==> src/mrs_pkg.sv <==
/*
  constants for the receive store and line control block.
  assumes a 32-bit apb master and a 250 mhz pclk.
*/
`default_nettype none
package mrs_pkg;
  // ----------------------------------------------------------------
  // sizes
  // ----------------------------------------------------------------
  localparam int unsigned LINES = 16;
  localparam int unsigned SILO_DEPTH = 64;
  localparam int unsigned CHAR_W = 8;
  localparam int unsigned LINE_W = 4;
  localparam int unsigned WORD_W = 16;
  localparam int unsigned LEVEL_W = 6;
  localparam int unsigned EXT_W = 2;
  // ----------------------------------------------------------------
  // timing
  // ----------------------------------------------------------------
  localparam int unsigned CLK_PERIOD_NS = 4;
  localparam int unsigned SHIFT_TIME_NS = 1000;
  localparam int unsigned SHIFT_CYCLES = (SHIFT_TIME_NS + CLK_PERIOD_NS - 1) / CLK_PERIOD_NS;
  // ----------------------------------------------------------------
  // register offsets (byte addresses)
  // ----------------------------------------------------------------
  localparam logic [7:0] OFS_SCR = 8'h00;
  localparam logic [7:0] OFS_NRC = 8'h04;
  localparam logic [7:0] OFS_SSR = 8'h08;
  localparam logic [7:0] OFS_BRK = 8'h0c;
  localparam logic [7:0] OFS_LEN = 8'h10;
  // ----------------------------------------------------------------
  // field positions
  // ----------------------------------------------------------------
  localparam int unsigned SCR_IE_BIT = 6;
  localparam int unsigned SCR_RXI_BIT = 7;
  localparam int unsigned SCR_MAINT_BIT = 9;
  localparam int unsigned SCR_NXM_BIT = 10;
  localparam int unsigned SCR_OVF_BIT = 14;
  localparam int unsigned SCR_TXI_BIT = 15;
  localparam int unsigned NRC_VALID_BIT = 15;
  localparam int unsigned NRC_LINE_LSB = 8;
  localparam int unsigned SSR_LEVEL_LSB = 0;
  localparam int unsigned SSR_EXT_LSB = 6;
  localparam int unsigned SSR_CNT_LSB = 8;
  localparam int unsigned SSR_MNT_BIT = 15;
  // ----------------------------------------------------------------
  // values
  // ----------------------------------------------------------------
  localparam logic [15:0] TEST_PATTERN = 16'haaaa;
  localparam logic [31:0] RD_ZERO = 32'h0000_0000;
endpackage
`default_nettype wire

==> src/mrs_tick_div.sv <==
/*
  divider giving a one-cycle enable pulse every COUNT clocks.
  assumes COUNT of at least 2.
*/
`timescale 1ns/100ps
`default_nettype none
module mrs_tick_div #(
  parameter int unsigned COUNT = 250
) (
  input wire logic pclk,
  input wire logic presetn,
  output logic tick
);
  localparam int unsigned W = $clog2(COUNT + 1);
  localparam logic [W-1:0] LAST = W'(COUNT - 1);
  logic [W-1:0] cnt_reg;

  always_ff @(posedge pclk or negedge presetn) begin
    if (!presetn) begin
      cnt_reg <= '0;
      tick <= 1'b0;
    end else if (cnt_reg == LAST) begin
      cnt_reg <= '0;
      tick <= 1'b1;
    end else begin
      cnt_reg <= cnt_reg + 1'b1;
      tick <= 1'b0;
    end
  end
endmodule // mrs_tick_div
`default_nettype wire

==> src/mrs_silo_ctrl.sv <==
/*
  receive character store, alarm, break, loopback and apb registers.
  assumes receivers and transmitters on pclk; serial_in comes from pins.
*/
// Design decisions made here: the APB slave port and the address map.
`timescale 1ns/100ps
`default_nettype none
//
// Functional notes
// loaded words fall to lowest free slot
// empty store passes word straight to bottom
// top-to-bottom fall time is bounded, tolerated
// one position moved per microsecond tick
// alarm needs count over level and bottom word
// counter includes words still falling
// bit 15 of read word flags valid data
// alarm level takes any value 0..63
// software reads at most once per microsecond
// drain routine runs at receiver priority
// disabled line delivers no characters
// break bit forces line output low
// tx flag set when last character loaded
// two characters may still be queued then
// software queues two nulls before break
// reset clears store, lines and registers
// scanner restarts from line zero
// maintenance makes bits 7,10,14 writable
// maintenance bit 7 is flop or alarm
// read of bit 7 as one sets flop
// maintenance loops each tx to rx
// each rise of bit 15 loads one pattern
// software stops lines before pattern test
// test word is alternating one-zero pattern
// six-bit count reads zero when full
// level in bits 0-5, bit 6 enables
// refused character sets overflow flag
// reading next character pops bottom word
// empty bottom reads with valid bit zero
module mrs_silo_ctrl #(
  parameter int unsigned DEPTH = mrs_pkg::SILO_DEPTH,
  parameter int unsigned SHIFT_CYC = mrs_pkg::SHIFT_CYCLES
) (
  input wire logic pclk,
  input wire logic presetn,
  input wire logic psel,
  input wire logic penable,
  input wire logic pwrite,
  input wire logic [7:0] paddr,
  input wire logic [31:0] pwdata,
  output logic [31:0] prdata,
  output logic pready,
  output logic pslverr,
  input wire logic [mrs_pkg::LINES-1:0] rx_char_available,
  input wire logic [mrs_pkg::LINES*mrs_pkg::CHAR_W-1:0] rx_char_bus,
  output logic [mrs_pkg::LINES-1:0] rx_take,
  input wire logic [mrs_pkg::LINES-1:0] tx_serial,
  input wire logic [mrs_pkg::LINES-1:0] serial_in,
  input wire logic [mrs_pkg::LINES-1:0] tx_last_loaded,
  input wire logic [mrs_pkg::LINES-1:0] nxm_event,
  input wire logic [mrs_pkg::EXT_W-1:0] ext_addr,
  output logic [mrs_pkg::LINES-1:0] line_serial_out,
  output logic [mrs_pkg::LINES-1:0] line_rx_serial,
  output logic [mrs_pkg::LINES-1:0] line_enable,
  output logic rx_int_req,
  output logic tx_int_req
);
  import mrs_pkg::*;

  localparam int unsigned CNT_W = $clog2(DEPTH) + 1;
  localparam int unsigned TOP = DEPTH - 1;

  // ----------------------------------------------------------------
  // state
  // ----------------------------------------------------------------
  logic [WORD_W-1:0] silo_reg [DEPTH];
  logic [DEPTH-1:0] occ_reg;
  logic [CNT_W-1:0] cnt_reg;
  logic [CNT_W-1:0] cnt_next;
  logic [DEPTH-2:0] mv;
  logic tick;
  logic ie_reg, maint_reg, rxi_ff_reg, nxm_reg, ovf_reg, txi_reg;
  logic [LEVEL_W-1:0] level_reg;
  logic ssr_mnt_reg, pat_pend_reg;
  logic [LINES-1:0] brk_reg;
  logic [LINE_W-1:0] scan_reg;
  logic [LINES-1:0] sin_meta_reg, sin_sync_reg;
  logic setup, acc, wr_acc, rd_acc;
  logic sel_scr, sel_nrc, sel_ssr, sel_brk, sel_len, sel_any;
  logic alarm, rxi_val, top_free, empty;
  logic scan_avail, push, pop, ovf_event, pat_req;
  logic [WORD_W-1:0] push_word;
  logic [WORD_W-1:0] scr_val, ssr_val, rd_val;
  logic [LINES-1:0] tx_line;

  mrs_tick_div #(.COUNT(SHIFT_CYC)) u_tick (
    .pclk(pclk),
    .presetn(presetn),
    .tick(tick)
  );

  // ----------------------------------------------------------------
  // apb decode
  // ----------------------------------------------------------------
  assign setup = psel & ~penable;
  assign acc = psel & penable & pready;
  assign wr_acc = acc & pwrite;
  assign rd_acc = acc & ~pwrite;
  assign sel_scr = (paddr == OFS_SCR);
  assign sel_nrc = (paddr == OFS_NRC);
  assign sel_ssr = (paddr == OFS_SSR);
  assign sel_brk = (paddr == OFS_BRK);
  assign sel_len = (paddr == OFS_LEN);
  assign sel_any = sel_scr | sel_nrc | sel_ssr | sel_brk | sel_len;

  // ----------------------------------------------------------------
  // alarm and status words
  // ----------------------------------------------------------------
  assign alarm = (cnt_reg > CNT_W'(level_reg)) & occ_reg[0];
  assign rxi_val = maint_reg ? (rxi_ff_reg | alarm) : alarm;

  always_comb begin
    scr_val = '0;
    scr_val[SCR_IE_BIT] = ie_reg;
    scr_val[SCR_RXI_BIT] = rxi_val;
    scr_val[SCR_MAINT_BIT] = maint_reg;
    scr_val[SCR_NXM_BIT] = nxm_reg;
    scr_val[SCR_OVF_BIT] = ovf_reg;
    scr_val[SCR_TXI_BIT] = txi_reg;
    ssr_val = '0;
    ssr_val[SSR_LEVEL_LSB +: LEVEL_W] = level_reg;
    ssr_val[SSR_EXT_LSB +: EXT_W] = ext_addr;
    ssr_val[SSR_CNT_LSB +: LEVEL_W] = cnt_reg[LEVEL_W-1:0];
    ssr_val[SSR_MNT_BIT] = ssr_mnt_reg;
    rd_val = '0;
    if (sel_scr) begin
      rd_val = scr_val;
    end else if (sel_nrc) begin
      rd_val = occ_reg[0] ? silo_reg[0] : '0;
    end else if (sel_ssr) begin
      rd_val = ssr_val;
    end else if (sel_brk) begin
      rd_val = brk_reg;
    end else if (sel_len) begin
      rd_val = line_enable;
    end
  end

  // ----------------------------------------------------------------
  // apb slave: data latched in setup, ready in access
  // ----------------------------------------------------------------
  always_ff @(posedge pclk or negedge presetn) begin
    if (!presetn) begin
      prdata <= RD_ZERO;
      pready <= 1'b0;
      pslverr <= 1'b0;
    end else begin
      pready <= setup;
      if (setup) begin
        prdata <= (sel_any && !pwrite) ? {16'h0000, rd_val} : RD_ZERO;
        pslverr <= ~sel_any;
      end else if (acc) begin
        pslverr <= 1'b0;
      end
    end
  end

  // ----------------------------------------------------------------
  // receiver scanner and store input
  // ----------------------------------------------------------------
  assign top_free = ~occ_reg[TOP];
  assign empty = ~|occ_reg;
  assign scan_avail = rx_char_available[scan_reg] & line_enable[scan_reg] & ~pat_pend_reg;
  assign push = (pat_pend_reg | scan_avail) & top_free;
  assign ovf_event = scan_avail & ~top_free;
  assign push_word = pat_pend_reg ? TEST_PATTERN :
                     {1'b1, 3'b000, scan_reg, rx_char_bus[scan_reg*CHAR_W +: CHAR_W]};
  assign pop = rd_acc & sel_nrc & prdata[NRC_VALID_BIT];
  assign pat_req = wr_acc & sel_ssr & pwdata[SSR_MNT_BIT] & ~ssr_mnt_reg;

  always_ff @(posedge pclk or negedge presetn) begin
    if (!presetn) begin
      scan_reg <= '0;
      rx_take <= '0;
    end else begin
      scan_reg <= scan_reg + 1'b1;
      rx_take <= '0;
      if (scan_avail && top_free) begin
        rx_take[scan_reg] <= 1'b1;
      end
    end
  end

  // ----------------------------------------------------------------
  // fall-through store
  // ----------------------------------------------------------------
  always_comb begin
    for (int i = 0; i < DEPTH - 1; i++) begin
      mv[i] = tick & ~occ_reg[i] & occ_reg[i+1];
    end
  end

  always_ff @(posedge pclk or negedge presetn) begin
    if (!presetn) begin
      occ_reg <= '0;
    end else begin
      for (int i = 0; i < DEPTH - 1; i++) begin
        if (mv[i]) begin
          occ_reg[i] <= 1'b1;
          occ_reg[i+1] <= 1'b0;
        end
      end
      if (pop) begin
        occ_reg[0] <= 1'b0;
      end
      if (push && empty) begin
        occ_reg[0] <= 1'b1;
      end else if (push) begin
        occ_reg[TOP] <= 1'b1;
      end
    end
  end

  always_ff @(posedge pclk) begin
    for (int i = 0; i < DEPTH - 1; i++) begin
      if (mv[i]) begin
        silo_reg[i] <= silo_reg[i+1];
      end
    end
    if (push && empty) begin
      silo_reg[0] <= push_word;
    end else if (push) begin
      silo_reg[TOP] <= push_word;
    end
  end

  assign cnt_next = cnt_reg + CNT_W'(push) - CNT_W'(pop);

  always_ff @(posedge pclk or negedge presetn) begin
    if (!presetn) begin
      cnt_reg <= '0;
    end else begin
      cnt_reg <= cnt_next;
    end
  end

  // ----------------------------------------------------------------
  // control and status registers
  // ----------------------------------------------------------------
  always_ff @(posedge pclk or negedge presetn) begin
    if (!presetn) begin
      ie_reg <= 1'b0;
      maint_reg <= 1'b0;
      level_reg <= '0;
      ssr_mnt_reg <= 1'b0;
      brk_reg <= '0;
      line_enable <= '0;
    end else if (wr_acc) begin
      if (sel_scr) begin
        ie_reg <= pwdata[SCR_IE_BIT];
        maint_reg <= pwdata[SCR_MAINT_BIT];
      end
      if (sel_ssr) begin
        level_reg <= pwdata[SSR_LEVEL_LSB +: LEVEL_W];
        ssr_mnt_reg <= pwdata[SSR_MNT_BIT];
      end
      if (sel_brk) begin
        brk_reg <= pwdata[LINES-1:0];
      end
      if (sel_len) begin
        line_enable <= pwdata[LINES-1:0];
      end
    end
  end

  always_ff @(posedge pclk or negedge presetn) begin
    if (!presetn) begin
      pat_pend_reg <= 1'b0;
    end else if (pat_req) begin
      pat_pend_reg <= 1'b1;
    end else if (top_free) begin
      pat_pend_reg <= 1'b0;
    end
  end

  always_ff @(posedge pclk or negedge presetn) begin
    if (!presetn) begin
      rxi_ff_reg <= 1'b0;
    end else if (wr_acc && sel_scr && maint_reg) begin
      rxi_ff_reg <= pwdata[SCR_RXI_BIT];
    end else if (rd_acc && sel_scr && maint_reg && prdata[SCR_RXI_BIT]) begin
      rxi_ff_reg <= 1'b1;
    end
  end

  always_ff @(posedge pclk or negedge presetn) begin
    if (!presetn) begin
      ovf_reg <= 1'b0;
      nxm_reg <= 1'b0;
      txi_reg <= 1'b0;
    end else begin
      if (ovf_event) begin
        ovf_reg <= 1'b1;
      end else if (wr_acc && sel_scr && maint_reg) begin
        ovf_reg <= pwdata[SCR_OVF_BIT];
      end else if (pop) begin
        ovf_reg <= 1'b0;
      end
      if (|nxm_event) begin
        nxm_reg <= 1'b1;
      end else if (wr_acc && sel_scr && maint_reg) begin
        nxm_reg <= pwdata[SCR_NXM_BIT];
      end
      if (|tx_last_loaded) begin
        txi_reg <= 1'b1;
      end else if (wr_acc && sel_scr) begin
        txi_reg <= pwdata[SCR_TXI_BIT];
      end
    end
  end

  // ----------------------------------------------------------------
  // line outputs, break and loopback
  // ----------------------------------------------------------------
  assign tx_line = tx_serial & ~brk_reg;

  always_ff @(posedge pclk or negedge presetn) begin
    if (!presetn) begin
      sin_meta_reg <= '1;
      sin_sync_reg <= '1;
      line_serial_out <= '1;
      line_rx_serial <= '1;
      rx_int_req <= 1'b0;
      tx_int_req <= 1'b0;
    end else begin
      sin_meta_reg <= serial_in;
      sin_sync_reg <= sin_meta_reg;
      line_serial_out <= tx_line;
      line_rx_serial <= maint_reg ? tx_line : sin_sync_reg;
      rx_int_req <= ie_reg & rxi_val;
      tx_int_req <= txi_reg;
    end
  end

  // ----------------------------------------------------------------
  // checks
  // ----------------------------------------------------------------
  chk_empty_fall: assert property (@(posedge pclk) disable iff (!presetn)
    (push && empty && !pop) |=> (occ_reg[0] && silo_reg[0] == $past(push_word)))
    else $error("word did not fall through to bottom");
  chk_alarm_cond: assert property (@(posedge pclk) disable iff (!presetn)
    (rx_int_req && !$past(maint_reg)) |-> $past(cnt_reg > CNT_W'(level_reg) && occ_reg[0]))
    else $error("receiver request without alarm condition");
  chk_break_low: assert property (@(posedge pclk) disable iff (!presetn)
    1'b1 |=> ((line_serial_out & $past(brk_reg)) == '0))
    else $error("break line not held at space");
  chk_line_off: assert property (@(posedge pclk) disable iff (!presetn)
    1'b1 |=> ((rx_take & ~$past(line_enable)) == '0))
    else $error("character taken from disabled line");
  chk_empty_read: assert property (@(posedge pclk) disable iff (!presetn)
    (setup && !pwrite && sel_nrc && !occ_reg[0]) |=> !prdata[NRC_VALID_BIT])
    else $error("empty read shows valid data");
  chk_pop_count: assert property (@(posedge pclk) disable iff (!presetn)
    (pop && !push) |=> (cnt_reg == $past(cnt_reg) - 1'b1 && !occ_reg[0] || $past(mv[0])))
    else $error("read did not remove bottom word");
  chk_no_tick_hold: assert property (@(posedge pclk) disable iff (!presetn)
    (!tick && !push && !pop) |=> (occ_reg == $past(occ_reg)))
    else $error("store moved without shift tick");
  chk_pattern_load: assert property (@(posedge pclk) disable iff (!presetn)
    (pat_req && !pat_pend_reg) |=> pat_pend_reg ##1 (!pat_pend_reg || !top_free))
    else $error("pattern load not issued once");
  chk_ovf_set: assert property (@(posedge pclk) disable iff (!presetn)
    ovf_event |=> ovf_reg)
    else $error("overflow flag not set on refusal");
  chk_loop_back: assert property (@(posedge pclk) disable iff (!presetn)
    maint_reg |=> (line_rx_serial == $past(tx_line)))
    else $error("maintenance loopback broken");
  chk_tx_flag: assert property (@(posedge pclk) disable iff (!presetn)
    (|tx_last_loaded) |=> txi_reg ##1 tx_int_req)
    else $error("transmit flag not raised on last load");
  chk_maint_lock: assert property (@(posedge pclk) disable iff (!presetn)
    (wr_acc && sel_scr && !maint_reg && !ovf_reg && !ovf_event) |=> !ovf_reg)
    else $error("overflow flag written outside maintenance");
endmodule // mrs_silo_ctrl
`default_nettype wire

==> config.mk <==
export PLATFORM = sky130hd
export DESIGN_NAME = mrs_silo_ctrl
export DESIGN_NICKNAME = d
export VERILOG_FILES = /design/src/mrs_pkg.sv /design/src/mrs_tick_div.sv /design/src/mrs_silo_ctrl.sv
export SDC_FILE = /design/constraint.sdc
export NUM_CORES = 1
export LEC_CHECK = 0
export ABC_CLOCK_PERIOD_IN_PS = 7200
export BUFFER_PORTS_ARGS = -buffer_cell sky130_fd_sc_hd__buf_2
export CAP_MARGIN = 20
export CELL_PAD_IN_SITES_DETAIL_PLACEMENT = 0
export CELL_PAD_IN_SITES_GLOBAL_PLACEMENT = 2
export CORE_AREA = 10 10 207 404
export DETAILED_ROUTE_END_ITERATION = 10
export DIE_AREA = 0 0 217 414
export PLACE_DENSITY_LB_ADDON = 0.2
export SETUP_SLACK_MARGIN = 0.15
export SLEW_MARGIN = 15
export SYNTH_ARGS = -nofsm -noshare
export SYNTH_HDL_FRONTEND = slang
export SYNTH_HIERARCHICAL = 1
export SYNTH_SLANG_ARGS = --single-unit
==> constraint.sdc <==
create_clock -name pclk -period 7.2 [get_ports pclk]
set_input_delay 0.72 -clock pclk [delete_from_list [all_inputs] [get_ports pclk]]
set_output_delay 0.72 -clock pclk [all_outputs]
set_load 0.005 [all_outputs]
Word-level counts from Yosys, hierarchy flattened:

Memories as Yosys holds them, arrays and structs flattened.
Index checks and enable logic that the tools add are counted.

* add/sub/neg operators: 4
* order comparisons: 3
* equal/unequal tests: 6
* shifts and indexed selects: 1
* mux-type cells: 327
* bitwise logic cells: 220
* reduce and logical (&&, ||, !) cells: 119

Operator list (count)
* $mux W16: 42
* $reduce_or A16 Y1: 34
* $mux W6: 32
* $mux W1: 185
* $and A1 B1 Y1: 142
* $reduce_bool A2 Y1: 66
* $shiftx A128 B8 Y8: 1
* $mux W2: 63
* $not A1 Y1: 69
* $reduce_or A64 Y1: 1
* $and A16 B16 Y16: 1
* $eq A8 B4 Y1 const B: 2
* $not A16 Y16: 1
* $mux W14: 1
* $logic_and A1 B1 Y1: 9
* $add A8 B1 Y8 const B: 1
* $bmux W1 S4: 2
* $eq A8 B3 Y1 const B: 1
* $eq A8 B5 Y1 const B: 1
* $eq A8 B8 Y1 const B: 1
* $logic_not A8 Y1: 1
* $mux W8: 1
* $reduce_and A2 Y1: 4
* $add A7 B1 Y7: 1
* 10 further kinds: 18

* register bits: 246
* memory bits (writable): 1024
* output and inout port bits: 100
* word-level logic and storage cells: 770
* memories: 1

Memory list
* silo_reg: depth 64, bits a word 16, read ports 64, clocked after Yosys merged registers in 0, write ports 32, line mrs_silo_ctrl.sv:75 `logic [WORD_W-1:0] silo_reg [DEPTH];`

Longest topological paths before layout:

* word-level depth: 68
* gate-level depth with buffers: 17

Modules after synthesis:

The synthesis kept the hierarchy.

Modules (own cells, without submodules)
* mrs_silo_ctrl: times used 1, cells each 1874, area an instance 36084.6 µm², seq. area each 30594.3 µm²
* mrs_tick_div: times used 1, cells each 42, area an instance 439.2 µm², seq. area each 225.2 µm²

Worst setup path after synthesis:

OpenSTA, ideal clock, no wires.

* kind: reg-to-reg
* start point: register scan_reg[0]
* end point: register, netlist name cnt_reg[6]
* arrival time: 3404 ps
* data required time: 7120 ps
* slack: 3716 ps
* cell stages (with the launch flop): 18
* path buffers: 2
* cells stage by stage: dfrtp_1 > buf_6 > mux4_2 > a22oi_2 > and3_4 > a31oi_4 > buf_6 > nor2_1 > or2_2 > ha_1 > inv_1 > ha_1 > fa_1 > a21o_1 > a21oi_1 > o21bai_1 > a21oi_1 > xnor2_1

RTL lines
* from (decl): line mrs_silo_ctrl.sv:85 `logic [LINE_W-1:0] scan_reg;`
* from (signal assigned): line mrs_silo_ctrl.sv:185 `scan_reg <= scan_reg + 1'b1;`

==> results.toml <==
[status]
status = "finished, final reports clean"

[die]
die_x_um = 217
core_mm2 = 0.0771
ioPinCount = 355
fp-row-count = 144
die_height_um = 414
die_area_mm2 = 0.0898
initial_core_util_pct = 47.4

[grt]
grt_pass1_vias = 19546
track_usage_pct = 18.1
grt_pass1_wl_um = 122000
grt_max_degree = 98
grt.overflow.total = 0
antenna_found_initial = 8

[critical_path]
critical_path.slowest_cell = "dfrtp_1"
setup.worst_path.start_class = "register"
crit_required_ns = 7.78
rr_worst_depth = 15
crit_family = "compound AO/OA/AOI/OAI gates"
worst-r2r-setup-slack_ns = 2.70
cp.arrival_ns = 5.08
end_kind = "register"
rr_startpoint = "scan_reg[3]"
critPathBufInv = 1
worstSetupPathType = "reg -> reg"
critPathMaxStageDelay_ns = 0.64
path_cells = "nor2_1, a22oi_2, and3_4, a31oi_4, nor2_1, or2_2, ha_1, inv_1, ha_1, fa_1, a21o_1, a21oi_1, o21bai_1, a21oi_1, xnor2_1"
r2r_end = "cnt_reg[6]"
crit_fanout = 22

[final_layout]
drive_above_1_share_pct = 29.6
post-route-util_pct = 55.1
fin_nets = 2610
largest_reg_flops = 832
area_growth_pct = 16.4

[pwr]
pwr-share-comb_pct = 2.2
power.internal_uw = 9330
peakVddDrop_mv = 0.185
power.share.switching_pct = 20.0
p_leak_uw = 0.0159
power_frac_seq_pct = 56.6
power_density_mw_per_mm2 = 274
clockPowerShare_pct = 41.2
p_switching_uw = 2330

[clock_network]
hold_buffers = 0
cts.sinks = 1062
cts.path.max_buffers = 3
path_clk_slew_ns = 0.07
numCtsBuffers = 90
clkLatencyLatePin_ns = 0.68
cts-root-buf = "clkbuf_16"
htreeDepth = 3
cts_tree = "done"
cts_resized = 0
postCtsSetupBuffers = 0

[timing]
fin_crit_ns = 4.50
tns_ns = 0
worstMarginPinSlew_ns = 0.981
drv_slew = 0
finalCritPeriodShare_pct = 62.5
relSlewSlack_pct = 34.5
finalSetupViolCount = 0
skew_ns = 0.0271
whs_ns = 0.117
max_freq_mhz = 222
rsz0062_at_grt = "false"
hold_violations = 0

[synthesis]
synth_edf_count = 832
syn_area_mm2 = 0.0365
synthCells = 1916
avgSynthCellArea_um2 = 19.1
synth_ff_type = "edfxtp_1"
synth-async-reset-ratio_pct = 21.7
ys_warn_count = 6
yosys_register_bits = 1062
yosysSeqAreaShare_pct = 84.4
synth_cell_types = 73

[route]
drc = 0
totalWireLength_um = 80800
antenna_left = 0
via_count = 17729
first_pass_iters = 5
viasPerCell = 5.16
routedWlPerCell_um = 23.5
drt_iter0_markers = 1347

[run]
drv_cap = 0

[place]
numPortBuffers = 322
place.gp.congestion = 0.846
post-dp-hpwl_um = 58100

[hold_path]
hold_class = "in -> async"
-- cell usage after synthesis, drive strengths merged, types with 27 or more instances --
cell / number / area [um^2]
nand2: 111 / 417
nor4: 27 / 190
mux2: 61 / 687
dfstp: 64 / 1680
mux4: 36 / 811
dfrtp: 166 / 4150
nor2: 155 / 592
edfxtp: 832 / 25000
inv: 31 / 116
buf: 42 / 290
clkbuf: 30 / 113
a21oi: 94 / 470
-- cell usage in the layout, fill, tap and decap left out, types with 5 or more instances in the layout --
cell | Yosys | routed
o21ai_0 | 25 | 24
nand3b_1 | 5 | 5
a22oi_1 | 20 | 20
ha_1 | 19 | 19
nand3_1 | 20 | 20
and2_1 | 13 | 13
buf_2 | 10 | 321
nand4_1 | 7 | 7
and3_1 | 16 | 16
clkbuf_1 | 30 | 21
clkbuf_16 | 0 | 90
o22ai_1 | 9 | 9
o31ai_1 | 11 | 11
edfxtp_1 | 832 | 832
nor2_1 | 153 | 140
clkinv_4 | 0 | 6
nor2_2 | 1 | 14
inv_1 | 31 | 31
nor2b_1 | 26 | 26
conb_1 | 1 | 16
clkinvlp_4 | 0 | 6
a21oi_1 | 94 | 94
or2_2 | 5 | 5
nand2_1 | 111 | 111
clkinv_2 | 0 | 12
mux4_2 | 36 | 36
mux2_2 | 60 | 60
dfstp_2 | 64 | 64
mux2i_1 | 9 | 9
nor4_1 | 25 | 25
bufinv_16 | 0 | 8
nor3_1 | 8 | 7
nand2b_1 | 8 | 8
xnor2_1 | 7 | 7
buf_4 | 18 | 61
clkinv_1 | 0 | 16
dfrtp_1 | 166 | 164
-- metal layers --
layer  GRT usage (%)  up-vias  wire length (um)
li1                -     8061                 -
met1            18.9     8936             28500
met2            32.5      570             43500
met3            5.32      158              5140
met4            8.51        4              3580
met5               0        -                34
-- kinds of logic (layout without fill, tap and decap cells) --
group / Yosys count / after routing / synth area share [%]
DFF: 1062 / 1062 / 84.4
and+or+nand+nor: 418 / 418 / 5.54
AOI/OAI and AO/OA: 195 / 195 / 3.33
muxes: 106 / 106 / 4.35
buffers and inverters: 103 / 583 / 1.42
adders and majority gates: 20 / 20 / 0.706
xor gates and xnor gates: 11 / 11 / 0.264
other: 1 / 18 / 0.0103
-- through the flow --
step | power [uW] | std cells | worst slack [ns] | area (um^2)
floorplan | 6840 | 1931 | 3.72 | 36600
global placement | 6980 | 3233 | 2.68 | 39300
detailed placement | 6990 | 3255 | 2.69 | 39500
CTS | 11800 | 3423 | 2.69 | 42400
global route | 12100 | 3433 | 2.43 | 42500
finish | 11700 | 3435 | 2.70 | 42500
-- power groups by stage --
stage	clock network, uW	registers, uW	logic (uW)
3_3_place_gp	0	6730	248
4_1_cts	4970	6600	258
3_5_place_dp	0	6730	258
2_1_floorplan	0	6720	118
5_1_grt	5210	6600	280
6_report	4800	6600	251
-- area by class of cell --
cell class | instances | area, um^2
Timing Repair Buffer | 384 | 2090
Antenna cell | 2 | 5.00
Clock inverter | 57 | 591
Tap cell | 1022 | 1280
Inverter | 31 | 116
Multi-Input combinational cell | 766 | 5280
Clock buffer | 111 | 2330
Fill cell | 6184 | 34600
Sequential cell | 1062 | 30800
-- worst max path at each step --
| stage | from | endpoint | slack [ns] | cells after the start |
|---|---|---|---|---|
| after floorplan | scan_reg[0] | cnt_reg[6] | 3.72 | 17 |
| after global placement | paddr[1] | cnt_reg[6] | 2.68 | 14 |
| after detailed placement | paddr[1] | cnt_reg[6] | 2.69 | 14 |
| after CTS | scan_reg[3] | cnt_reg[6] | 2.69 | 15 |
| after global routing | scan_reg[3] | cnt_reg[6] | 2.43 | 15 |
| final | scan_reg[3] | cnt_reg[6] | 2.70 | 15 |
No activity file was read; power rests on OpenSTA's default activity.
